### config.mk
export PLATFORM = sky130hd
export DESIGN_NAME = ptti_top
export DESIGN_NICKNAME = d
export VERILOG_FILES = /design/src/rtl/ptti_top_fix_note.sv /design/src/rtl/ptti_pkg.sv /design/src/rtl/ptti_top.sv /design/src/rtl/ptti_fifo.sv
export VERILOG_INCLUDE_DIRS = /design/src /design/src/rtl
export SDC_FILE = /design/constraint.sdc
export NUM_CORES = 1
export LEC_CHECK = 0
export BUFFER_PORTS_ARGS = -buffer_cell sky130_fd_sc_hd__buf_4
export CAP_MARGIN = 25
export CORE_UTILIZATION = 57
export CTS_CLUSTER_DIAMETER = 30
export DETAILED_ROUTE_END_ITERATION = 16
export PLACE_DENSITY = 0.73
export SLEW_MARGIN = 10
export SYNTH_ARGS = -nofsm -noshare
export SYNTH_HDL_FRONTEND = slang
export SYNTH_SLANG_ARGS = --single-unit
### constraint.sdc
create_clock -name clk_in -period 2.7 [get_ports clk_in]
set_input_delay 0.405 -clock clk_in [delete_from_list [all_inputs] [get_ports clk_in]]
set_output_delay 0.405 -clock clk_in [all_outputs]
set_load 0.01 [all_outputs]
### src/rtl/ptti_params.svh
/*
  constants of the transmit token interpreter: token codes, start command
  pattern, crc figures and queue depth.
  assumes it is included by bare name before any use of its macros.
*/
`ifndef PTTI_PARAMS_SVH
`define PTTI_PARAMS_SVH

// ****************************************************************
// token codes
// ****************************************************************
`define PTTI_TOK_SYNC1 8'h12
`define PTTI_TOK_SYNC2 8'h13
`define PTTI_TOK_SYNC3 8'h1b
`define PTTI_TOK_RST1 8'h15
`define PTTI_TOK_RST2 8'h16
`define PTTI_TOK_EOP 8'h14
`define PTTI_TOK_CRC 8'hff
`define PTTI_TOK_OFF 8'hfe
`define PTTI_PACK_TAG 3'h4

// ****************************************************************
// in-queue start command, pattern 101x-xxx1
// ****************************************************************
`define PTTI_START_MASK 8'he1
`define PTTI_START_VAL 8'ha1

// ****************************************************************
// crc and queue
// ****************************************************************
`define PTTI_CRC_INIT 32'hffffffff
`define PTTI_CRC_POLY 32'hedb88320
`define PTTI_CRC_LAST 3'h7
`define PTTI_FIFO_AW 6

`endif

### src/rtl/ptti_top_fix_note.sv
`timescale 1ns/1ns

### src/rtl/ptti_pkg.sv
/*
  types of the transmit token interpreter: fsm states, symbol kinds and
  the packed state record of the top module.
  assumes ptti_params.svh is on the include path.
*/
`include "ptti_params.svh"

package ptti_pkg;

  // ****************************************************************
  // fsm states, one-hot
  // ****************************************************************
  typedef enum logic [2:0] {
    ST_IDLE = 3'b001,
    ST_LOAD = 3'b010,
    ST_SEND = 3'b100
  } ptti_state_t;

  // ****************************************************************
  // line symbol kinds handed to the line coder
  // ****************************************************************
  typedef enum logic [3:0] {
    K_NONE = 4'h0,
    K_SYNC1 = 4'h1,
    K_SYNC2 = 4'h2,
    K_SYNC3 = 4'h3,
    K_RST1 = 4'h4,
    K_RST2 = 4'h5,
    K_EOP = 4'h6,
    K_DATA = 4'h7,
    K_CRC = 4'h8
  } ptti_kind_t;

  // ****************************************************************
  // whole state of the top module
  // ****************************************************************
  typedef struct packed {
    ptti_state_t state;
    logic run;
    logic drv;
    logic sval;
    ptti_kind_t skind;
    logic [3:0] nib;
    logic [7:0] byt;
    logic hi;
    logic [4:0] left;
    logic incrc;
    logic [2:0] cidx;
    logic [31:0] crc;
    logic coll;
    logic act1;
    logic act2;
    logic rxpop;
  } ptti_regs_t;

endpackage

### src/rtl/ptti_top.sv
/*
  transmit token interpreter: takes coded tokens from the transmit queue
  and turns them into line symbols, data nibbles, crc nibbles and driver
  control for the line coder.
  assumes the register interface writes the queue data register through
  wr_strobe_in on this clock, and a line coder that takes one symbol per
  sym_valid_out/sym_ready_in handshake.
*/
`timescale 1ns/1ns
`include "ptti_params.svh"

// Overview of operation
// - tokens taken singly from queue end; each action ends before next fetch.
// - byte matching 101x-xxx1 is not queued; it starts the transmitter.
// - token 12h sends one Sync-1 symbol.
// - token 13h sends one Sync-2 symbol.
// - token 1Bh sends one Sync-3 symbol.
// - token 15h sends one RST-1 symbol.
// - token 16h sends one RST-2 symbol.
// - top bits 100 mark packed data; low five bits give byte count.
// - each data byte sent as two nibbles, low nibble first.
// - token FFh inserts the hardware crc into the stream.
// - token 14h sends an EOP symbol.
// - token FEh switches the line driver off.
// - queue data writes push a byte; reads pop the receive queue.
// - activity on CC at start blocks transmission and flags collision.
module ptti_top
  import ptti_pkg::*;
(
  input wire logic clk_in,
  input wire logic rst_n_in,
  input wire logic wr_strobe_in,
  input wire logic [7:0] wr_data_in,
  input wire logic rd_strobe_in,
  input wire logic start_bit_in,
  input wire logic cc_activity_in,
  input wire logic sym_ready_in,
  output logic sym_valid_out,
  output logic [3:0] sym_kind_out,
  output logic [3:0] nibble_out,
  output logic driver_on_out,
  output logic collision_out,
  output logic busy_out,
  output logic rx_pop_out,
  output logic tx_full_out,
  output logic tx_empty_out
);

  // ****************************************************************
  // helpers
  // ****************************************************************
  function automatic logic is_start(input logic [7:0] b);
    return (b & `PTTI_START_MASK) == `PTTI_START_VAL;
  endfunction

  // symbol kind of a single-symbol token, K_NONE for anything else
  function automatic ptti_kind_t tok_kind(input logic [7:0] t);
    unique case (t)
      `PTTI_TOK_SYNC1: return K_SYNC1;
      `PTTI_TOK_SYNC2: return K_SYNC2;
      `PTTI_TOK_SYNC3: return K_SYNC3;
      `PTTI_TOK_RST1: return K_RST1;
      `PTTI_TOK_RST2: return K_RST2;
      `PTTI_TOK_EOP: return K_EOP;
      default: return K_NONE;
    endcase
  endfunction

  // reflected crc-32, data bits taken lsb first
  function automatic logic [31:0] crc_byte(input logic [31:0] c,
                                           input logic [7:0] b);
    logic [31:0] r;
    r = c;
    for (int i = 0; i < 8; i++) begin
      if (r[0] ^ b[i]) begin
        r = (r >> 1) ^ `PTTI_CRC_POLY;
      end else begin
        r = r >> 1;
      end
    end
    return r;
  endfunction

  // ****************************************************************
  // reset release
  // ****************************************************************
  logic [1:0] rst_sync;
  logic rst_n;

  // release is synchronised, assertion stays asynchronous
  always_ff @(posedge clk_in or negedge rst_n_in) begin
    if (!rst_n_in) begin
      rst_sync <= 2'b00;
    end else begin
      rst_sync <= {rst_sync[0], 1'b1};
    end
  end
  assign rst_n = rst_sync[1];

  // ****************************************************************
  // transmit queue
  // ****************************************************************
  ptti_regs_t q;
  ptti_regs_t n;
  logic push;
  logic pop;
  logic start;
  logic [7:0] tok;
  logic [31:0] crc_fin;
  logic [7:0] wr_data;

  // start command bytes never reach the queue
  assign push = wr_strobe_in && !is_start(wr_data_in);
  assign start = start_bit_in || (wr_strobe_in && is_start(wr_data_in));
  assign crc_fin = ~q.crc;

  ptti_fifo #(
    .WIDTH(8),
    .AW(`PTTI_FIFO_AW)
  ) u_queue (
    .clk_in(clk_in),
    .rst_n_in(rst_n),
    .push_in(push),
    .wr_data_in(wr_data),
    .pop_in(pop),
    .rd_data_out(tok),
    .full_out(tx_full_out),
    .empty_out(tx_empty_out)
  );

  assign wr_data = wr_data_in;

  // ****************************************************************
  // token interpreter
  // ****************************************************************
  always_comb begin
    n = q;
    pop = 1'b0;
    n.coll = 1'b0;
    n.act1 = cc_activity_in;
    n.act2 = q.act1;
    n.rxpop = rd_strobe_in;
    unique case (q.state)
      ST_IDLE: begin
        // next fetch only from idle, so one token at a time
        if (q.run) begin
          if (!tx_empty_out) begin
            pop = 1'b1;
            n.state = ST_LOAD;
          end else begin
            n.run = 1'b0;
          end
        end
      end
      ST_LOAD: begin
        n.state = ST_IDLE;
        if (q.left != 5'h0) begin
          // packed byte: low nibble out first, crc folds it
          n.byt = tok;
          n.nib = tok[3:0];
          n.hi = 1'b0;
          n.left = q.left - 1'b1;
          n.crc = crc_byte(q.crc, tok);
          n.skind = K_DATA;
          n.sval = 1'b1;
          n.state = ST_SEND;
        end else if (tok[7:5] == `PTTI_PACK_TAG) begin
          n.left = tok[4:0];
        end else if (tok == `PTTI_TOK_CRC) begin
          n.incrc = 1'b1;
          n.cidx = 3'h0;
          n.nib = crc_fin[3:0];
          n.skind = K_CRC;
          n.sval = 1'b1;
          n.state = ST_SEND;
        end else if (tok == `PTTI_TOK_OFF) begin
          n.drv = 1'b0;
        end else if (tok_kind(tok) != K_NONE) begin
          // ordered-set symbols and eop
          n.skind = tok_kind(tok);
          n.sval = 1'b1;
          n.drv = 1'b1;
          n.state = ST_SEND;
          if (tok == `PTTI_TOK_SYNC1 || tok == `PTTI_TOK_SYNC2 ||
              tok == `PTTI_TOK_SYNC3) begin
            n.crc = `PTTI_CRC_INIT;
          end
        end
      end
      ST_SEND: begin
        // hold the symbol until the coder takes it
        if (sym_ready_in) begin
          if (q.skind == K_DATA && !q.hi) begin
            n.hi = 1'b1;
            n.nib = q.byt[7:4];
          end else if (q.incrc && q.cidx != `PTTI_CRC_LAST) begin
            n.cidx = q.cidx + 1'b1;
            n.nib = crc_fin[{n.cidx, 2'b00} +: 4];
          end else begin
            n.sval = 1'b0;
            n.incrc = 1'b0;
            n.skind = K_NONE;
            n.state = ST_IDLE;
          end
        end
      end
    endcase
    // a start with the line busy is refused and reported
    if (start && !q.run) begin
      if (q.act2) begin
        n.coll = 1'b1;
      end else begin
        n.run = 1'b1;
      end
    end
  end

  // single state register
  always_ff @(posedge clk_in or negedge rst_n) begin
    if (!rst_n) begin
      q <= '0;
      q.state <= ST_IDLE;
      q.crc <= `PTTI_CRC_INIT;
    end else begin
      q <= n;
    end
  end

  assign sym_valid_out = q.sval;
  assign sym_kind_out = q.skind;
  assign nibble_out = q.nib;
  assign driver_on_out = q.drv;
  assign collision_out = q.coll;
  assign busy_out = q.run;
  assign rx_pop_out = q.rxpop;

  logic load_tok;
  assign load_tok = (q.state == ST_LOAD) && (q.left == 5'h0);
endmodule

### src/rtl/ptti_fifo.sv
/*
  transmit queue storage: a byte fifo with registered read data and
  registered full and empty flags.
  assumes one clock and a reset already synchronised by the caller;
  a push while full and a pop while empty are ignored.
*/
`timescale 1ns/1ns
`include "ptti_params.svh"

module ptti_fifo
  import ptti_pkg::*;
#(
  parameter int WIDTH = 8,
  parameter int AW = `PTTI_FIFO_AW
) (
  input wire logic clk_in,
  input wire logic rst_n_in,
  input wire logic push_in,
  input wire logic [WIDTH-1:0] wr_data_in,
  input wire logic pop_in,
  output logic [WIDTH-1:0] rd_data_out,
  output logic full_out,
  output logic empty_out
);

  // sized on purpose so the full compare sees matching widths
  localparam logic [AW:0] DEPTH = (AW+1)'(1) << AW;

  logic [WIDTH-1:0] mem [0:(1<<AW)-1];
  logic [AW-1:0] wptr;
  logic [AW-1:0] rptr;
  logic [AW:0] count;
  logic do_push;
  logic do_pop;
  logic [AW:0] next_count;

  // ****************************************************************
  // qualified strobes and next fill level
  // ****************************************************************
  always_comb begin
    do_push = push_in && !full_out;
    do_pop = pop_in && !empty_out;
    next_count = count;
    if (do_push && !do_pop) begin
      next_count = count + 1'b1;
    end else if (do_pop && !do_push) begin
      next_count = count - 1'b1;
    end
  end

  // storage array has no reset, only pointers, count, flags and read word do
  always_ff @(posedge clk_in) begin
    if (do_push) begin
      mem[wptr] <= wr_data_in;
    end
  end

  // pointers, flags and registered read word
  always_ff @(posedge clk_in or negedge rst_n_in) begin
    if (!rst_n_in) begin
      wptr <= '0;
      rptr <= '0;
      count <= '0;
      full_out <= 1'b0;
      empty_out <= 1'b1;
      rd_data_out <= '0;
    end else begin
      if (do_push) begin
        wptr <= wptr + 1'b1;
      end
      if (do_pop) begin
        rd_data_out <= mem[rptr];
        rptr <= rptr + 1'b1;
      end
      count <= next_count;
      full_out <= (next_count == DEPTH);
      empty_out <= (next_count == '0);
    end
  end

endmodule

Yosys cells after proc, flatten, opt, wreduce, memory -nomap -nowiden
Memory sizes are Yosys's and may differ from the RTL's. A register that Yosys moved wholly into a read port is not among the register bits.
Index checks and enable logic that the tools add are counted.
{"block": "classes", "addsub": 6, "eq_ne": 35, "shift": 1, "muxes": 83, "bitwise_logic": 20, "reduce_logical": 38}
{"operator": "two-way mux 32 bit", "count": 27}
{"operator": "NOT 13 -> 14 bit", "count": 8}
{"operator": "two-way mux 4 bit", "count": 13}
{"operator": "equality test 8 x 5 -> 1 bit, second input constant", "count": 6}
{"operator": "two-way mux 36 bit", "count": 1}
{"operator": "NOT 32 bit", "count": 1}
{"operator": "indexed part select 32 x 6 -> 4 bit", "count": 1}
{"operator": "two-way mux 3 bit", "count": 10}
{"operator": "two-way mux 5 bit", "count": 6}
{"operator": "inequality test 2 bit, second input constant", "count": 14}
{"operator": "two-way mux 9 bit", "count": 3}
{"operator": "AND reduction 7 bit", "count": 3}
{"operator": "one-hot mux 3 bit (6 select lines)", "count": 1}
{"operator": "one-hot mux 9 bit (2 select lines)", "count": 1}
{"operator": "equality test 8 bit, second input constant", "count": 2}
{"operator": "two-way mux 1 bit", "count": 15}
{"operator": "AND reduction 5 bit", "count": 3}
{"operator": "two-way mux 7 bit", "count": 2}
{"operator": "adder 6 x 1 -> 6 bit, second input constant", "count": 2}
{"operator": "inequality test 3 bit, second input constant", "count": 4}
{"operator": "nonzero test 2 bit", "count": 5}
{"operator": "logical AND 1 bit", "count": 9}
{"operator": "one-hot mux 3 bit (3 select lines)", "count": 1}
{"operator": "logical NOT 1 bit", "count": 8}
{"operator": "23 further kinds", "count": 37}
{"block": "totals", "ff_bits": 91, "ramBits": 512, "inputBits": 15, "output_inout_bits": 15, "elab_cells": 206, "mem_count": 1}
{"memory": "u_queue.mem", "depth": 64, "word_bits": 8, "read_ports": 1, "rd_ports_with_merged_regs": 1, "write_ports": 1, "line": "ptti_fifo.sv:29", "text": "logic [WIDTH-1:0] mem [0:(1<<AW)-1];"}

Logic depth before layout (Yosys ltp)
{"block": "logic_depth", "depth_word": 31, "depth_mapped": 11, "ltp_nobuf": 8}

Hierarchy
Synthesis repeated with hierarchy kept, for this count alone.
{"block": "hier_totals", "cells_unflattened": 1412, "hier_area_um2": 25657.1}
{"module": "ptti_fifo", "instances": 1, "cells_per_inst": 1056, "area_each_um2": 21495.6, "seq_area_each_um2": 16101.7}
{"module": "ptti_top", "instances": 1, "cells_per_inst": 356, "area_each_um2": 4161.5, "seq_area_each_um2": 1692.9}

Least setup slack after synthesis
Ideal clock, no wire load.
{"block": "synth_path", "path_type": "input to register", "start": "input port wr_data_in[5]", "end": "memory u_queue.mem[15][0] (enable)", "setup_time_ns": 0.371, "t_arrival_ns": 1.921, "required_time_ns": 2.329, "setup_slack_ns": 0.408, "stages": 5, "n_path_buf": 1, "cell_sequence": "and4b_1 clkbuf_1 nor2_1 nand4_1 nor2_1"}
{"block": "synth_between", "elab_chain_cells": 6}
{"item": "from (decl)", "line": "ptti_top.sv:33", "text": "input wire logic [7:0] wr_data_in,"}
{"item": "equality test 4 bit (no source line)"}
{"item": "logical NOT 1 bit", "line": "ptti_top.sv:113", "text": "assign push = wr_strobe_in && !is_start(wr_data_in);"}
{"item": "logical AND 1 bit", "line": "ptti_top.sv:113"}
{"item": "logical AND 1 bit", "line": "ptti_fifo.sv:41", "text": "do_push = push_in && !full_out;"}
{"item": "two-way mux 1 bit", "line": "ptti_fifo.sv:53", "text": "if (do_push) begin"}
{"item": "two-way mux 1 bit (implied by the code)", "line": "ptti_fifo.sv:54", "text": "mem[wptr] <= wr_data_in;"}
{"item": "to (decl)", "line": "ptti_fifo.sv:29"}
No other way between the ends.

==> summary.md <==
The run finished with clean final reports. The die boundary width is 212 um. The post-route non-filler standard cell count is 2,268.

STA classifies the critical path startpoint as a register. For the number of max-slew violations in the final report, the log shows 0. TritonCTS built the clock tree.

The post-synthesis async set-or-reset flop share is 15.7%. The layout-stage area growth over the synthesis result is 21.6%, and the number of filler instances in the final layout is 2,581. The die covers 44,900 um^2. The library cells used most frequently in the layout, excluding fill and tap cells, are 512 x edfxtp_1, 149 x buf_4, 132 x mux4_2.

Average via count per standard cell: 6.16. The root buffer cell chosen for the clock tree is clkbuf_16. The flop and latch count out of synthesis is 607, and the final wirelength is 58.7 mm. The design draws 38.3 mW. The placeable core region is 43,300 um^2. The run gives 10.6 nW as the leakage dissipation. In the final layout, the share of cells above drive strength 1 is 32.9%.

The startpoint-to-endpoint class of the critical path is reg -> reg. The count of maximum capacitance violations was 0; the final clock skew was 0.0277 ns. The logs give 58.1% for the effective utilization at floorplan and 0 for the synthesis warning total. The tools report the total grt overflow as 0.

The number of antenna violations at the first check in global routing was 3. In this run, post-CTS repair resized a total of 0 instances. The routed layout has 13,974 vias. In this run, CTS created clock tree buffers numbering 108.

The worst register-to-register path begins at u_queue.rptr[1]$_DFFE_PN0P_. Dividing total power by cell area gives a power density of 1250 nW/um^2. In this run the critical register-to-register path is captured at u_queue.rd_data_out[6]$_DFFE_PN0P_. The logs give 0.837 for the routability congestion estimate from global placement and 3 for the number of H-tree branching levels. The worst hold path belongs to the class in -> async.

The most used flip-flop cell after synthesis is edfxtp_1. Launch point of the worst path: u_queue.rptr[1]$_DFFE_PN0P_. The slew at the pin closest to its max-slew limit is 0.791 ns, and the number of synthesized flops with an enable pin is 512.

Worst slew slack as a fraction of its limit: 47.3%. In the final design database the tool counted 1,609 nets. The synthesized netlist contains 65 unique library cells. Number of setup violations in the final report: 0.

Along the worst path, the maximum fanout reaches 19. The run gives 70.6% as the utilization of the core after routing. The run gives 76 as the number of rows in the core area. The most common library cell in the layout ignoring fill and taps is edfxtp_1. Entering global routing, the biggest net connects 65 pins.

The number of hold-slack violations in the final timing report came out at 0. For the top-level I/O count, the log shows 30. The number of nets produced by synthesis is 1,414. The number of cells on the worst reg-to-reg path is 6. The total DRC errors in the routed layout came out at 0. The worst voltage drop across the vdd grid is 0.00103 V.

The logs give 2,059 for the cell count after placement and 70.8% for the post-synthesis sequential area ratio. First-pass GRT wire length: 88.1 mm. Via count of the first global-routing pass: 14,514. Summed over all nets, the half-perimeter wirelength after detailed placement is 35.0 mm. Port buffering added 29 buffers.

The tools report the count of TritonRoute iterations in the first routing pass as 5. Clock-pin slew reported for the worst setup and hold paths after clock tree synthesis: 0.06 ns. The cell area after technology mapping came out at 25,100 um^2.

The total negative setup slack was 0 ns; the floorplan die height was 212 um. The worst path required time came out at 3.21 ns. The routed design could run at a clock period as short as 2.59 ns. Dividing the final minimum period by the clock period gives 95.8%. Static timing analysis puts the maximum clock frequency at 387 MHz.

Dividing the detail-routed wire length by the instance count gives 25.9 um. The clock reaches the later pin of the worst-skew pair after 0.64 ns. Clock net sink count: 607. Diode insertion count for antenna repair: 0. For the worst setup path, the data arrival time is 3.10 ns. Global routing used 27.2% of the available tracks across all layers. The tools report the residual antenna-violating net count after detailed routing as 0.

STA classifies the critical path endpoint as a register. The number of buffers on the longest clock path was 3; the mean instance size in the synthesized netlist was 18.1 um^2. Setup repair after global routing left no endpoint under its margin. The slack of the worst reg-to-reg path is 0.11 ns, and the initial DRC count is 1,462. After technology mapping, the gate count stands at 1,392.
[cells in the mapped netlist, drive strengths merged, types with 8 or more instances]
master / number / area share (%)
a211oi: 10 / 0.32
a21oi: 61 / 1.2
a32oi: 8 / 0.28
buf: 48 / 1.2
clkbuf: 27 / 0.40
dfrtp: 61 / 6.1
dfstp: 34 / 3.6
edfxtp: 512 / 61
inv: 11 / 0.16
mux2: 18 / 0.81
mux2i: 57 / 2.3
mux4: 132 / 12
nand2: 35 / 0.52
nand2b: 9 / 0.22
nand3: 18 / 0.36
nand4: 8 / 0.20
nor2: 121 / 1.8
o21ai: 40 / 0.80
o221ai: 12 / 0.42
xnor2: 55 / 2.6
xor2: 29 / 1.0
[registers in the layout, indices dropped and copies added (netlist names)]
signal / count
busy_out: 1
collision_out: 1
driver_on_out: 1
n: 1
nibble_out: 4
q: 50
rst_sync: 2
rx_pop_out: 1
sym_kind_out: 4
sym_valid_out: 1
u_queue.count: 7
u_queue.empty_out: 1
u_queue.full_out: 1
u_queue.mem: 512
u_queue.rd_data_out: 8
u_queue.rptr: 6
u_queue.wptr: 6
[area by class of cell]
class	count	area (um^2)	share of cell area, %
clock inverters	83	923	3.02
well taps	585	732	2.39
repair buffers	160	1310	4.28
inverters	11	41.3	0.135
flip-flops and latches	607	17800	58.3
multi-input cells	699	6890	22.5
clock buffers	123	2860	9.37
[logic make-up after synthesis]
kind of cell             share of synthesized area [%]
AO/OA/AOI/OAI                                     3.99
multiplexers                                      14.9
other                                           0.0149
XOR/XNOR                                          3.66
flip-flops                                        70.8
buffers and inverters                             1.81
adder cells (fa/ha/maj)                          0.349
AND/OR/NAND/NOR                                   4.46
[how the worst max path moves through the flow]
stage	end	slack (ns)
global placement	u_queue.rd_data_out[6]$_DFFE_PN0P_	0.17
floorplan	u_queue.mem[15][0]$_DFFE_PP_	0.41
global route	u_queue.rd_data_out[6]$_DFFE_PN0P_	0.06
CTS	u_queue.rd_data_out[6]$_DFFE_PN0P_	0.13
detailed placement	u_queue.full_out$_DFF_PN0_	0.15
finish	u_queue.rd_data_out[6]$_DFFE_PN0P_	0.11
[repair_timing]
action,in CTS,in global routing
endpoints found under the hold margin,4,0
buffers inserted,0,0
hold buffers,3,0
[per-stage QoR]
step	setup WS [ns]	hold WS, ns	cell area, um^2
2_1_floorplan	0.408	0.109	25100
3_3_place_gp	0.166	0.188	26700
3_5_place_dp	0.155	0.189	26700
4_1_cts	0.135	0.0687	30600
5_1_grt	0.0555	0.101	30600
6_report	0.114	0.113	30600
[worst max-delay path, cell delays in order, from the launching register on]
cell	delay, ns
dfrtp_4	0.55
buf_12	0.21
buf_4	0.33
mux4_2	0.37
mux4_2	0.55
mux2i_1	0.33
o21ai_1	0.09
[routing by layer]
layer	vias up	part of all wire, %	global-route usage [%]
li1	5945	-	-
met1	7198	39	36.0
met2	688	50	44.2
met3	143	8.3	6.19
met4	0	3.1	10.3
met5	-	0	0
[power by group]
part,leakage [nW],switching [mW],internal [mW]
sequential,5.71,1.00,11.3
combinational,3.03,6.27,5.85
clock,1.83,4.72,9.09
Note: power is estimated with default switching activity, not from simulation.
